`config.mk`:
```
export PLATFORM = sky130hd
export DESIGN_NAME = sgpio_port
export DESIGN_NICKNAME = d
export VERILOG_FILES = /design/src/rtl/sgpio_pkg.sv /design/src/rtl/sgpio_port.sv
export SDC_FILE = /design/constraint.sdc
export NUM_CORES = 1
export LEC_CHECK = 0
export ABC_CLOCK_PERIOD_IN_PS = 2700
export BUFFER_PORTS_ARGS = -buffer_cell sky130_fd_sc_hd__buf_2
export CAP_MARGIN = 10
export CORE_MARGIN = 2
export CORE_UTILIZATION = 49
export DETAILED_ROUTE_END_ITERATION = 8
export PLACE_DENSITY = 0.85
export SYNTH_ARGS = -nofsm -noshare
export SYNTH_HDL_FRONTEND = slang
export SYNTH_SLANG_ARGS = --single-unit
```
`constraint.sdc`:
```
create_clock -name sys_clk -period 2.7 [get_ports sys_clk]
set_input_delay 0.405 -clock sys_clk [delete_from_list [all_inputs] [get_ports sys_clk]]
set_output_delay 0.405 -clock sys_clk [all_outputs]
set_load 0.02 [all_outputs]
```
`src/rtl/sgpio_pkg.sv`:
```
package sgpio_pkg;
    localparam int          SGPIO_WIDTH      = 6;
    localparam int          SGPIO_IN_ONLY    = 3;
    localparam logic [3:0]  SGPIO_A_LEVELS   = 4'h0;
    localparam logic [3:0]  SGPIO_A_DIR      = 4'h4;
    localparam logic [3:0]  SGPIO_A_LATCH    = 4'h8;
    localparam logic [3:0]  SGPIO_A_CHG_EN   = 4'hC;
    localparam logic [7:0]  SGPIO_OFS_CTRL   = 8'h10;
    localparam logic [7:0]  SGPIO_OFS_STAT   = 8'h14;
    localparam logic [7:0]  SGPIO_OFS_CLR    = 8'h18;
    localparam logic [5:0]  SGPIO_DIR_RESET  = 6'h3F;
    localparam logic [5:0]  SGPIO_XTAL_MASK  = 6'h30;
    localparam int          SGPIO_CTRL_IRQEN = 0;
    localparam int          SGPIO_STAT_FLAG  = 0;
    localparam logic [1:0]  SGPIO_RESP_OKAY  = 2'h0;
    localparam logic [1:0]  SGPIO_RESP_DEC   = 2'h3;
endpackage

```
`src/rtl/sgpio_port.sv`:
```
`timescale 1ns/1ps
module sgpio_port
    import sgpio_pkg::*;
(
    input  wire logic        sys_clk,
    input  wire logic        rst_n,
    input  wire logic [7:0]  s_axi_awaddr,
    input  wire logic        s_axi_awvalid,
    output logic             s_axi_awready,
    input  wire logic [31:0] s_axi_wdata,
    input  wire logic [3:0]  s_axi_wstrb,
    input  wire logic        s_axi_wvalid,
    output logic             s_axi_wready,
    output logic [1:0]       s_axi_bresp,
    output logic             s_axi_bvalid,
    input  wire logic        s_axi_bready,
    input  wire logic [7:0]  s_axi_araddr,
    input  wire logic        s_axi_arvalid,
    output logic             s_axi_arready,
    output logic [31:0]      s_axi_rdata,
    output logic [1:0]       s_axi_rresp,
    output logic             s_axi_rvalid,
    input  wire logic        s_axi_rready,
    input  wire logic [5:0]  pin_in,
    output logic [5:0]       pin_out,
    output logic [5:0]       pin_oe,
    input  wire logic        master_clear_enable_cfg,
    input  wire logic        crystal_osc_mode,
    input  wire logic [5:0]  periph_en,
    input  wire logic [5:0]  periph_out,
    input  wire logic [5:0]  periph_oe,
    input  wire logic        other_port_change,
    output logic             change_irq
);

    // ----------------------------------------------------------------
    // Pin synchronisers and register state
    // ----------------------------------------------------------------
    logic [5:0] sync1, sync2, sync3, pin_level;
    logic [5:0] direction_reg, output_latch_reg, change_enable_reg, snapshot;
    logic       change_irq_enable, change_irq_flag, other1, other2, other3;
    logic [5:0] next_direction_reg, next_output_latch_reg, next_change_enable_reg;
    logic [5:0] next_snapshot, next_pin_level, next_pin_out, next_pin_oe;
    logic       next_change_irq_enable, next_change_irq_flag, next_change_irq;

    logic        wr_pend_a, wr_pend_d, bvalid, arready_q, rvalid;
    logic [7:0]  waddr;
    logic [31:0] wdata, rdata;
    logic [1:0]  bresp, rresp;
    logic        next_wr_pend_a, next_wr_pend_d, next_bvalid, next_rvalid;
    logic [7:0]  next_waddr;
    logic [31:0] next_wdata, next_rdata;
    logic [1:0]  next_bresp, next_rresp;
    logic [3:0]  wstrb;
    logic [3:0]  next_wstrb;
    logic        next_arready, next_awready, next_wready;

    // ----------------------------------------------------------------
    // Address decode and read multiplexer
    // ----------------------------------------------------------------
    function automatic logic [3:0] reg_sel(input logic [7:0] addr);
        reg_sel = addr[3:0];
        if (addr[1:0] != 2'h0 || addr[7:4] != 4'h0) begin
            reg_sel = 4'hF;
        end
    endfunction

    // Reads and writes share one decoder so the two responses cannot drift apart.
    // The status word is read only and the clear word is write only.
    function automatic logic [1:0] addr_resp(input logic [7:0] addr, input logic is_write);
        addr_resp = SGPIO_RESP_OKAY;
        if (reg_sel(addr) == 4'hF && addr != SGPIO_OFS_CTRL && addr != SGPIO_OFS_STAT
            && !(is_write && addr == SGPIO_OFS_CLR)) begin
            addr_resp = SGPIO_RESP_DEC;
        end
    endfunction

    function automatic logic [31:0] read_word(input logic [7:0] addr);
        logic [5:0] lv;
        logic [5:0] dr;
        lv = pin_level;
        dr = direction_reg;
        read_word = 32'h0;
        // The pin three level is hidden while the pin serves as master clear.
        lv[SGPIO_IN_ONLY] = pin_level[SGPIO_IN_ONLY] & ~master_clear_enable_cfg;
        dr[SGPIO_IN_ONLY] = 1'b1;
        if (crystal_osc_mode) begin
            dr = dr | SGPIO_XTAL_MASK;
        end
        case (addr)
            {4'h0, SGPIO_A_LEVELS}: read_word = {26'h0, lv};
            {4'h0, SGPIO_A_DIR}:    read_word = {26'h0, dr};
            {4'h0, SGPIO_A_LATCH}:  read_word = {26'h0, output_latch_reg};
            {4'h0, SGPIO_A_CHG_EN}: read_word = {26'h0, change_enable_reg};
            SGPIO_OFS_CTRL:         read_word = {31'h0, change_irq_enable};
            SGPIO_OFS_STAT:         read_word = {31'h0, change_irq_flag};
            default:                read_word = 32'h0;
        endcase
    endfunction

    // ----------------------------------------------------------------
    // Register file and change detection
    // ----------------------------------------------------------------
    logic       do_wr, rd_levels, do_rd;
    logic [5:0] mismatch;
    always_comb begin
        do_wr = wr_pend_a && wr_pend_d && !bvalid;
        do_rd = s_axi_arvalid && arready_q;
        rd_levels = do_rd && (s_axi_araddr == {4'h0, SGPIO_A_LEVELS});
        next_direction_reg = direction_reg;
        next_output_latch_reg = output_latch_reg;
        next_change_enable_reg = change_enable_reg;
        next_change_irq_enable = change_irq_enable;
        // A level counts once the second and third stages agree, so a pin
        // caught in mid-transition never reaches the comparison.
        next_pin_level = (sync2 == sync3) ? sync3 : pin_level;
        next_snapshot = rd_levels ? pin_level : snapshot;
        // Only input pins that are enabled take part in the comparison.
        mismatch = (pin_level ^ snapshot) & change_enable_reg & direction_reg;
        next_change_irq_flag = change_irq_flag;
        if (do_wr && wstrb_ok()) begin
            case (waddr)
                {4'h0, SGPIO_A_LEVELS}, {4'h0, SGPIO_A_LATCH}:
                    next_output_latch_reg = wdata[5:0];
                {4'h0, SGPIO_A_DIR}:    next_direction_reg = wdata[5:0];
                {4'h0, SGPIO_A_CHG_EN}: next_change_enable_reg = wdata[5:0];
                SGPIO_OFS_CTRL:         next_change_irq_enable = wdata[SGPIO_CTRL_IRQEN];
                SGPIO_OFS_CLR: begin
                    if (wdata[SGPIO_STAT_FLAG]) begin
                        next_change_irq_flag = 1'b0;
                    end
                end
                default: ;
            endcase
        end
        // Pin three stays an input whatever software writes to its direction bit.
        next_direction_reg[SGPIO_IN_ONLY] = 1'b1;
        // A new mismatch wins over a clear in the same cycle; software must
        // end the mismatch by reading the levels first.
        if ((|mismatch) || other3 != other2) begin
            next_change_irq_flag = 1'b1;
        end
        next_change_irq = change_irq_flag && change_irq_enable;
        for (int i = 0; i < SGPIO_WIDTH; i++) begin
            if (periph_en[i]) begin
                next_pin_out[i] = periph_out[i];
                next_pin_oe[i] = periph_oe[i];
            end else begin
                next_pin_out[i] = output_latch_reg[i];
                next_pin_oe[i] = ~direction_reg[i] && (i != SGPIO_IN_ONLY);
            end
        end
        // No peripheral may drive the input-only pin either.
        next_pin_oe[SGPIO_IN_ONLY] = 1'b0;
    end

    // The strobe is kept with its data; the master may drop it before the write lands.
    function automatic logic wstrb_ok();
        wstrb_ok = wstrb[0];
    endfunction

    // ----------------------------------------------------------------
    // Register file flops
    // ----------------------------------------------------------------
    always_ff @(posedge sys_clk) begin
        if (!rst_n) begin
            sync1 <= 6'h00;
            sync2 <= 6'h00;
            sync3 <= 6'h00;
            other1 <= 1'b0;
            other2 <= 1'b0;
            other3 <= 1'b0;
            pin_level <= 6'h00;
            snapshot <= 6'h00;
            direction_reg <= SGPIO_DIR_RESET;
            output_latch_reg <= 6'h00;
            change_enable_reg <= 6'h00;
            change_irq_enable <= 1'b0;
            change_irq_flag <= 1'b0;
            change_irq <= 1'b0;
            pin_out <= 6'h00;
            pin_oe <= 6'h00;
        end else begin
            sync1 <= pin_in;
            sync2 <= sync1;
            sync3 <= sync2;
            other1 <= other_port_change;
            other2 <= other1;
            other3 <= other2;
            pin_level <= next_pin_level;
            snapshot <= next_snapshot;
            direction_reg <= next_direction_reg;
            output_latch_reg <= next_output_latch_reg;
            change_enable_reg <= next_change_enable_reg;
            change_irq_enable <= next_change_irq_enable;
            change_irq_flag <= next_change_irq_flag;
            change_irq <= next_change_irq;
            pin_out <= next_pin_out;
            pin_oe <= next_pin_oe;
        end
    end

    // ----------------------------------------------------------------
    // AXI4-Lite slave
    // ----------------------------------------------------------------
    always_comb begin
        next_wr_pend_a = wr_pend_a;
        next_wr_pend_d = wr_pend_d;
        next_waddr = waddr;
        next_wdata = wdata;
        next_bvalid = bvalid;
        next_bresp = bresp;
        next_rvalid = rvalid;
        next_rdata = rdata;
        next_rresp = rresp;
        next_wstrb = wstrb;
        // Each channel is taken only on its own handshake, so nothing slips in
        // during the cycle right after reset while the ready flags are still low.
        if (s_axi_awvalid && s_axi_awready) begin
            next_wr_pend_a = 1'b1;
            next_waddr = s_axi_awaddr;
        end
        if (s_axi_wvalid && s_axi_wready) begin
            next_wr_pend_d = 1'b1;
            next_wdata = s_axi_wdata;
            next_wstrb = s_axi_wstrb;
        end
        if (do_wr) begin
            next_bvalid = 1'b1;
            next_bresp = addr_resp(waddr, 1'b1);
        end
        if (bvalid && s_axi_bready) begin
            next_bvalid = 1'b0;
            next_wr_pend_a = 1'b0;
            next_wr_pend_d = 1'b0;
        end
        if (do_rd) begin
            next_rvalid = 1'b1;
            next_rdata = read_word(s_axi_araddr);
            next_rresp = addr_resp(s_axi_araddr, 1'b0);
        end
        if (rvalid && s_axi_rready) begin
            next_rvalid = 1'b0;
        end
        // One read at a time: ready only while no answer is pending.
        next_arready = !next_rvalid && !do_rd;
        next_awready = !next_wr_pend_a;
        next_wready = !next_wr_pend_d;
    end

    always_ff @(posedge sys_clk) begin
        if (!rst_n) begin
            wr_pend_a <= 1'b0;
            wr_pend_d <= 1'b0;
            waddr <= 8'h00;
            wdata <= 32'h0;
            wstrb <= 4'h0;
            bvalid <= 1'b0;
            bresp <= 2'h0;
            rvalid <= 1'b0;
            rdata <= 32'h0;
            rresp <= 2'h0;
            arready_q <= 1'b0;
            s_axi_awready <= 1'b0;
            s_axi_wready <= 1'b0;
        end else begin
            wr_pend_a <= next_wr_pend_a;
            wr_pend_d <= next_wr_pend_d;
            waddr <= next_waddr;
            wdata <= next_wdata;
            wstrb <= next_wstrb;
            bvalid <= next_bvalid;
            bresp <= next_bresp;
            rvalid <= next_rvalid;
            rdata <= next_rdata;
            rresp <= next_rresp;
            arready_q <= next_arready;
            s_axi_awready <= next_awready;
            s_axi_wready <= next_wready;
        end
    end

    assign s_axi_arready = arready_q;
    assign s_axi_bvalid  = bvalid;
    assign s_axi_bresp   = bresp;
    assign s_axi_rvalid  = rvalid;
    assign s_axi_rdata   = rdata;
    assign s_axi_rresp   = rresp;

endmodule

```
==> results.ini, run 1 <==
[outcome]
outcome = finished, final reports clean

[power]
power_density_nw_per_um2 = 603
power_uw = 2660
peakVddDrop_v = 0.000301
p_leak_uw = 0.00193

[job]
max_cap_violations = 0

[layout]
layout-drive-gt1-share_pct = 23.2
area_growth_pct = 14.5
nNetsFinal = 569
fin_cells = 590
antenna_cells = 0
largest-register = waddr
largest_register_ff_count = 8

[setup_path]
worst-path-buf-inv = 0
required_ns = 2.99
cp-startpoint = waddr[1]$_SDFFE_PN0P_
reg2reg_from = waddr[1]$_SDFFE_PN0P_
cp.arrival_ns = 2.45
path_class = flip-flop to flip-flop
r2r_cells = 4
r2r_end = output_latch_reg[2]$_SDFFE_PN0P_
crit_path_top_delay_cell = or4_4
endpoint_kind = flip-flop
critical-path-max-stage-delay_ns = 0.54
crit_fanout = 6
rrSetupSlack_ns = 0.54
cp_top_family = simple AND/OR/NAND/NOR gates
critPathLaunchType = flip-flop
crit_chain = or4_4 -> or3_4 -> nor3_2 -> mux2i_1

[global_route]
grt_usage_pct = 18.6
antenna_found_initial = 0
grt_pass1_wl_um = 12500
grt_max_degree = 54
grt_pass1_vias = 2739
overflow = 0

[clocking]
cts_root_buf = clkbuf_8
clock_path_buffers = 2
clock_latency_ns = 0.36
cts_buffers = 9
numClockSinks = 94
ctsHoldBuffers = 0
ctsResizeCount = 0
cts_tree = done
htreeDepth = 3
cts.reportedPaths.clkPinSlew_ns = 0.09
post-cts-setup-buffers = 0

[logic_synthesis]
synthCells = 412
ys_async_sr_fraction_pct = 0
synth_seq_cells = 94
syn_area_sq_um = 3850
postSynthAreaPerCell_sq_um = 9.34
synth_cell_type_count = 38
ys.flop_type = dfxtp_1
synth_edf_count = 0
yosysWarnings = 0
synth_seq_area_share_pct = 48.9

[route]
viasPerCell = 5.01
wl_um = 7830
wl_per_cell_um = 13.3
vias = 2958
dr.pass1.iters = 5
ant_nets = 0
drtIter0Drc = 141
drcViolationCount = 0

[timing]
finalHoldViolCount = 0
relSlewSlack_pct = 56.3
period_minus_slack_ns = 2.16
rsz0062_at_grt = false
slew_viol_final = 0
fmax_ghz = 0.462
fin_tns_setup_ns = 0
postLayoutSetupSlackWorst_ns = 0.536
min_period_over_period_pct = 80.1
setup_violations = 0
skew_ns = 0.00801
worst_slew_pin_slew_ns = 0.652

[worst_hold_path]
holdCritPathClass = input pin to flip-flop
holdPathStages = 2
hold_path_startpoint = pin_in[4]
min_to = sync1[4]$_SDFF_PN0_

[floorplanning]
rows = 32
die-area_sq_um = 8580
fp.dieW_um = 92.6
coreArea_sq_um = 7690
die-height_um = 92.6
initial_core_util_pct = 50.1
ioPinCount = 140

[place]
dp_cells = 574
port_buffers = 82
place_ws_ns = 0.531
hpwlAfterDp_um = 5720
gp_congestion = 0.822

[worst reg2reg max path, cell delays in order, from the launching register on]
cell and delay (ns):
dfxtp_1 0.33, or4_4 0.54, or3_4 0.42, nor3_2 0.51
mux2i_1 0.29
[worst max path at each step]
stage                                         to  slack (ns)  cells after the start
2_1_floorplan  change_enable_reg[0]$_SDFFE_PN0P_        0.75                      5
3_3_place_gp   change_enable_reg[4]$_SDFFE_PN0P_        0.63                      4
3_5_place_dp    output_latch_reg[2]$_SDFFE_PN0P_        0.53                      4
4_1_cts         output_latch_reg[2]$_SDFFE_PN0P_        0.53                      4
5_1_grt         output_latch_reg[2]$_SDFFE_PN0P_        0.46                      4
6_report        output_latch_reg[2]$_SDFFE_PN0P_        0.54                      4
[cells in the mapped netlist (3+ instances only)]
master	n	area (sq um)
dfxtp_1	94	1880
nor2_1	48	180
nand2_1	40	150
mux2i_1	33	330
a21oi_1	32	160
buf_4	29	218
nand3_1	25	125
and2_1	23	144
clkbuf_1	21	78.8
o21ai_0	11	55.1
xor2_1	7	61.3
xnor2_1	6	52.6
inv_1	5	18.8
mux4_2	5	113
a22o_1	4	35.0
and3_1	3	18.8
[stage by stage]
step                area, sq um  hold slack [ns]  utilization, %
finish                     4410            0.242            57.3
CTS                        4410            0.240            57.3
global route               4410            0.239            57.3
detailed placement         4200            0.418            54.6
floorplan                  3950            0.412               -
global placement           4200            0.414            54.6
[layout by cell type, fill, tap and decap left out, drive strengths merged, types with 2 or more instances in the layout]
cell and count:
nand3 25, nand4b 2, dfxtp 94, and2 23
mux4 5, or2 2, xor2 7, o21ai 11
nor2 48, a32o 2, and3 3, buf 85
nand2 40, inv 7, mux2i 33, clkinv 2
or4 2, a22o 4, clkbuf 10, xnor2 6
a31oi 2, a21oi 32, conb 27, or3 2
[power breakdown]
part	leakage, uW	internal (uW)	switching (uW)
clock network	0.000103	460	491
logic	0.00106	92.7	155
registers	0.000766	1430	33.1
total	0.00193	1980	680
[metal layers]
metal	wire (um)	part of all wire (%)	up-vias	track usage, %
met4	123	1.6	0	7.48
met5	0	0	-	0
met1	3160	40	1354	22.9
li1	-	-	1484	-
met3	682	8.7	10	3.91
met2	3870	49	110	31.8
[cell type report]
cell class / count / area, sq um
Tap cell: 102 / 128
Timing Repair Buffer: 85 / 433
Inverter: 5 / 18.8
Multi-Input combinational cell: 288 / 1740
Clock buffer: 10 / 138
Clock inverter: 6 / 68.8
Fill cell: 683 / 3280
Sequential cell: 94 / 1880
[cells by family (layout without fill, tap and decap cells)]
group | Yosys count | count (layout) | synth area share [%]
XOR/XNOR | 13 | 13 | 2.96
other | 1 | 27 | 0.0974
AO/OA/AOI/OAI | 54 | 54 | 7.99
multiplexers | 38 | 38 | 11.5
buffers and inverters | 56 | 106 | 8.48
flip-flops | 94 | 94 | 48.9
AND/OR/NAND/NOR | 156 | 156 | 20.1
Note: power is estimated with default switching activity, not from simulation.
==> run 2, diff against run 1 <==
--- a/config.mk
+++ b/config.mk
@@ -5,7 +5,7 @@
 export SDC_FILE = /design/constraint.sdc
 export NUM_CORES = 1
 export LEC_CHECK = 0
-export ABC_CLOCK_PERIOD_IN_PS = 2700
+export ABC_CLOCK_PERIOD_IN_PS = 2100
 export BUFFER_PORTS_ARGS = -buffer_cell sky130_fd_sc_hd__buf_2
 export CAP_MARGIN = 10
 export CORE_MARGIN = 2
==> constraint.sdc (replaced) <==
create_clock -name sys_clk -period 2.1 [get_ports sys_clk]
set_input_delay 0.315 -clock sys_clk [delete_from_list [all_inputs] [get_ports sys_clk]]
set_output_delay 0.315 -clock sys_clk [all_outputs]
set_load 0.02 [all_outputs]
==> results.ini, run 2 (synthesis results as in run 1) <==
[outcome]
outcome = finished, final reports clean  ; unchanged

[power]
p_leak_uw = 0.00195  ; was 0.00193 uW
peakVddDrop_v = 0.000351  ; was 0.000301 V
power_uw = 3410  ; was 2660 uW
power_density_nw_per_um2 = 768  ; was 603 nW/um^2

[clocking]
cts_root_buf = clkbuf_8  ; unchanged
cts_tree = done  ; unchanged
cts.reportedPaths.clkPinSlew_ns = 0.09  ; about the same
numClockSinks = 94  ; unchanged
clock_latency_ns = 0.35  ; was 0.36 ns
cts_buffers = 9  ; unchanged
clock_path_buffers = 2  ; unchanged
htreeDepth = 3  ; unchanged

[place]
dp_cells = 576  ; was 574
hpwlAfterDp_um = 5470  ; was 5720 um
gp_congestion = 0.832  ; was 0.822
port_buffers = 82  ; unchanged
placed_cell_area_sq_um = 4230  ; was 4200 sq um

[route]
viasPerCell = 4.97  ; was 5.01
dr.pass1.iters = 4  ; was 5
wl_per_cell_um = 12.8  ; was 13.3 um
wl_um = 7580  ; was 7830 um
drtIter0Drc = 173  ; was 141
drcViolationCount = 0  ; unchanged
vias = 2944  ; was 2958
ant_nets = 0  ; unchanged

[setup_path]
critPathLaunchType = flip-flop  ; unchanged
cpMostUsedCell = or3_4
endpoint_kind = flip-flop  ; unchanged
crit_fanout = 6  ; unchanged
path_class = flip-flop to flip-flop  ; unchanged
crit_chain = or4_4 -> or3_4 -> or3_4 -> mux2i_1  ; was or4_4 -> or3_4 -> nor3_2 -> mux2i_1
required_ns = 2.34  ; was 2.99 ns
crit_path_top_delay_cell = or4_4  ; unchanged
cp.arrival_ns = 2.24  ; was 2.45 ns
critical-path-max-stage-delay_ns = 0.54  ; about the same

[timing]
skew_ns = 0.00785  ; was 0.00801 ns
fmax_ghz = 0.500  ; was 0.462 GHz
finalHoldViolCount = 0  ; unchanged
rsz0062_at_grt = false  ; unchanged
slew_viol_final = 0  ; unchanged
period_minus_slack_ns = 2.00  ; was 2.16 ns
min_period_over_period_pct = 95.3  ; was 80.1%
setup_violations = 0  ; unchanged

[job]
max_cap_violations = 0  ; unchanged

[layout]
fin_cells = 592  ; was 590
largest_register_ff_count = 8  ; unchanged
nNetsFinal = 571  ; was 569
layout_common_cells = dfxtp_1 (94), buf_2 (82), nor2_1 (48)  ; unchanged
finalCoreUtilization_pct = 57.7  ; was 57.3%
antenna_cells = 0  ; unchanged
area_growth_pct = 15.3  ; was 14.5%
final_common_cell = dfxtp_1  ; unchanged
largest-register = waddr  ; unchanged
postLayoutCellArea_sq_um = 4440  ; was 4410 sq um
layout-drive-gt1-share_pct = 23.7  ; was 23.2%

[global_route]
overflow = 0  ; unchanged
grt_max_degree = 55  ; was 54
grt_usage_pct = 17.5  ; was 18.6%
grt_pass1_vias = 2612  ; was 2739
antenna_found_initial = 0  ; unchanged
grt_pass1_wl_um = 11900  ; was 12500 um

[floorplanning]
ioPinCount = 140  ; unchanged
fp.dieW_um = 92.6  ; unchanged
coreArea_sq_um = 7690  ; unchanged
die-area_sq_um = 8580  ; unchanged
die-height_um = 92.6  ; unchanged
rows = 32  ; unchanged
initial_core_util_pct = 50.1  ; unchanged

[worst_hold_path]
holdCritPathClass = input pin to flip-flop  ; unchanged

==> run 2: final timing paths <==
kind | depth (start not counted) | slack, ns | start | end
min | 2 | 0.16 | pin_in[3] | sync1[3]$_SDFF_PN0_
min reg2reg | 1 | 0.44 | other1$_SDFF_PN0_ | other2$_SDFF_PN0_
max | 4 | 0.1 | waddr[1]$_SDFFE_PN0P_ | change_enable_reg[2]$_SDFFE_PN0P_
max reg2reg | 4 | 0.1 | waddr[1]$_SDFFE_PN0P_ | change_enable_reg[2]$_SDFFE_PN0P_
==> run 2: layer usage <==
| layer | global-route usage (%) | up-vias | wire length (um) |
|---|---|---|---|
| met2 | 29.6 | 98 | 3630 |
| met5 | 0 | - | 0 |
| li1 | - | 1485 | - |
| met4 | 6.62 | 0 | 70 |
| met1 | 22.3 | 1353 | 3350 |
| met3 | 3.25 | 8 | 533 |
==> run 2: what timing repair did <==
action	4_1_cts	5_1_grt
hold buffers	0	0
buffers inserted	0	0
gates resized for setup	1	0
setup endpoints to repair	6	0
==> run 2: per-stage QoR <==
step | setup TNS [ns] | hold WS (ns) | setup slack [ns]
6_report | 0 | 0.158 | 0.0980
5_1_grt | 0 | 0.148 | 0.0140
4_1_cts | 0 | 0.149 | 0.0921
3_5_place_dp | -0.00866 | 0.419 | -0.00613
3_3_place_gp | 0 | 0.414 | 0.0384
2_1_floorplan | 0 | 0.412 | 0.148
==> run 2: power by group <==
| part | switching (uW) | total (uW) | internal (uW) |
|---|---|---|---|
| combinational | 196 | 318 | 122 |
| sequential | 42.4 | 1880 | 1830 |
| clock | 624 | 1220 | 591 |
| total | 863 | 3410 | 2550 |
==> run 2: worst max-delay path: cells and delay by family, from the launching register on <==
family           cells  cell delay [ns]
muxes                1             0.15
DFF                  1             0.32
and+or+nand+nor      3             1.41
==> run 2: final cells by class <==
class | instances | area [sq um]
multi-input cells | 288 | 1740
inverters | 5 | 18.8
well taps | 102 | 128
clock inverters | 6 | 68.8
repair buffers | 87 | 460
fillers | 690 | 3250
clock buffers | 10 | 138
flip-flops and latches | 94 | 1880
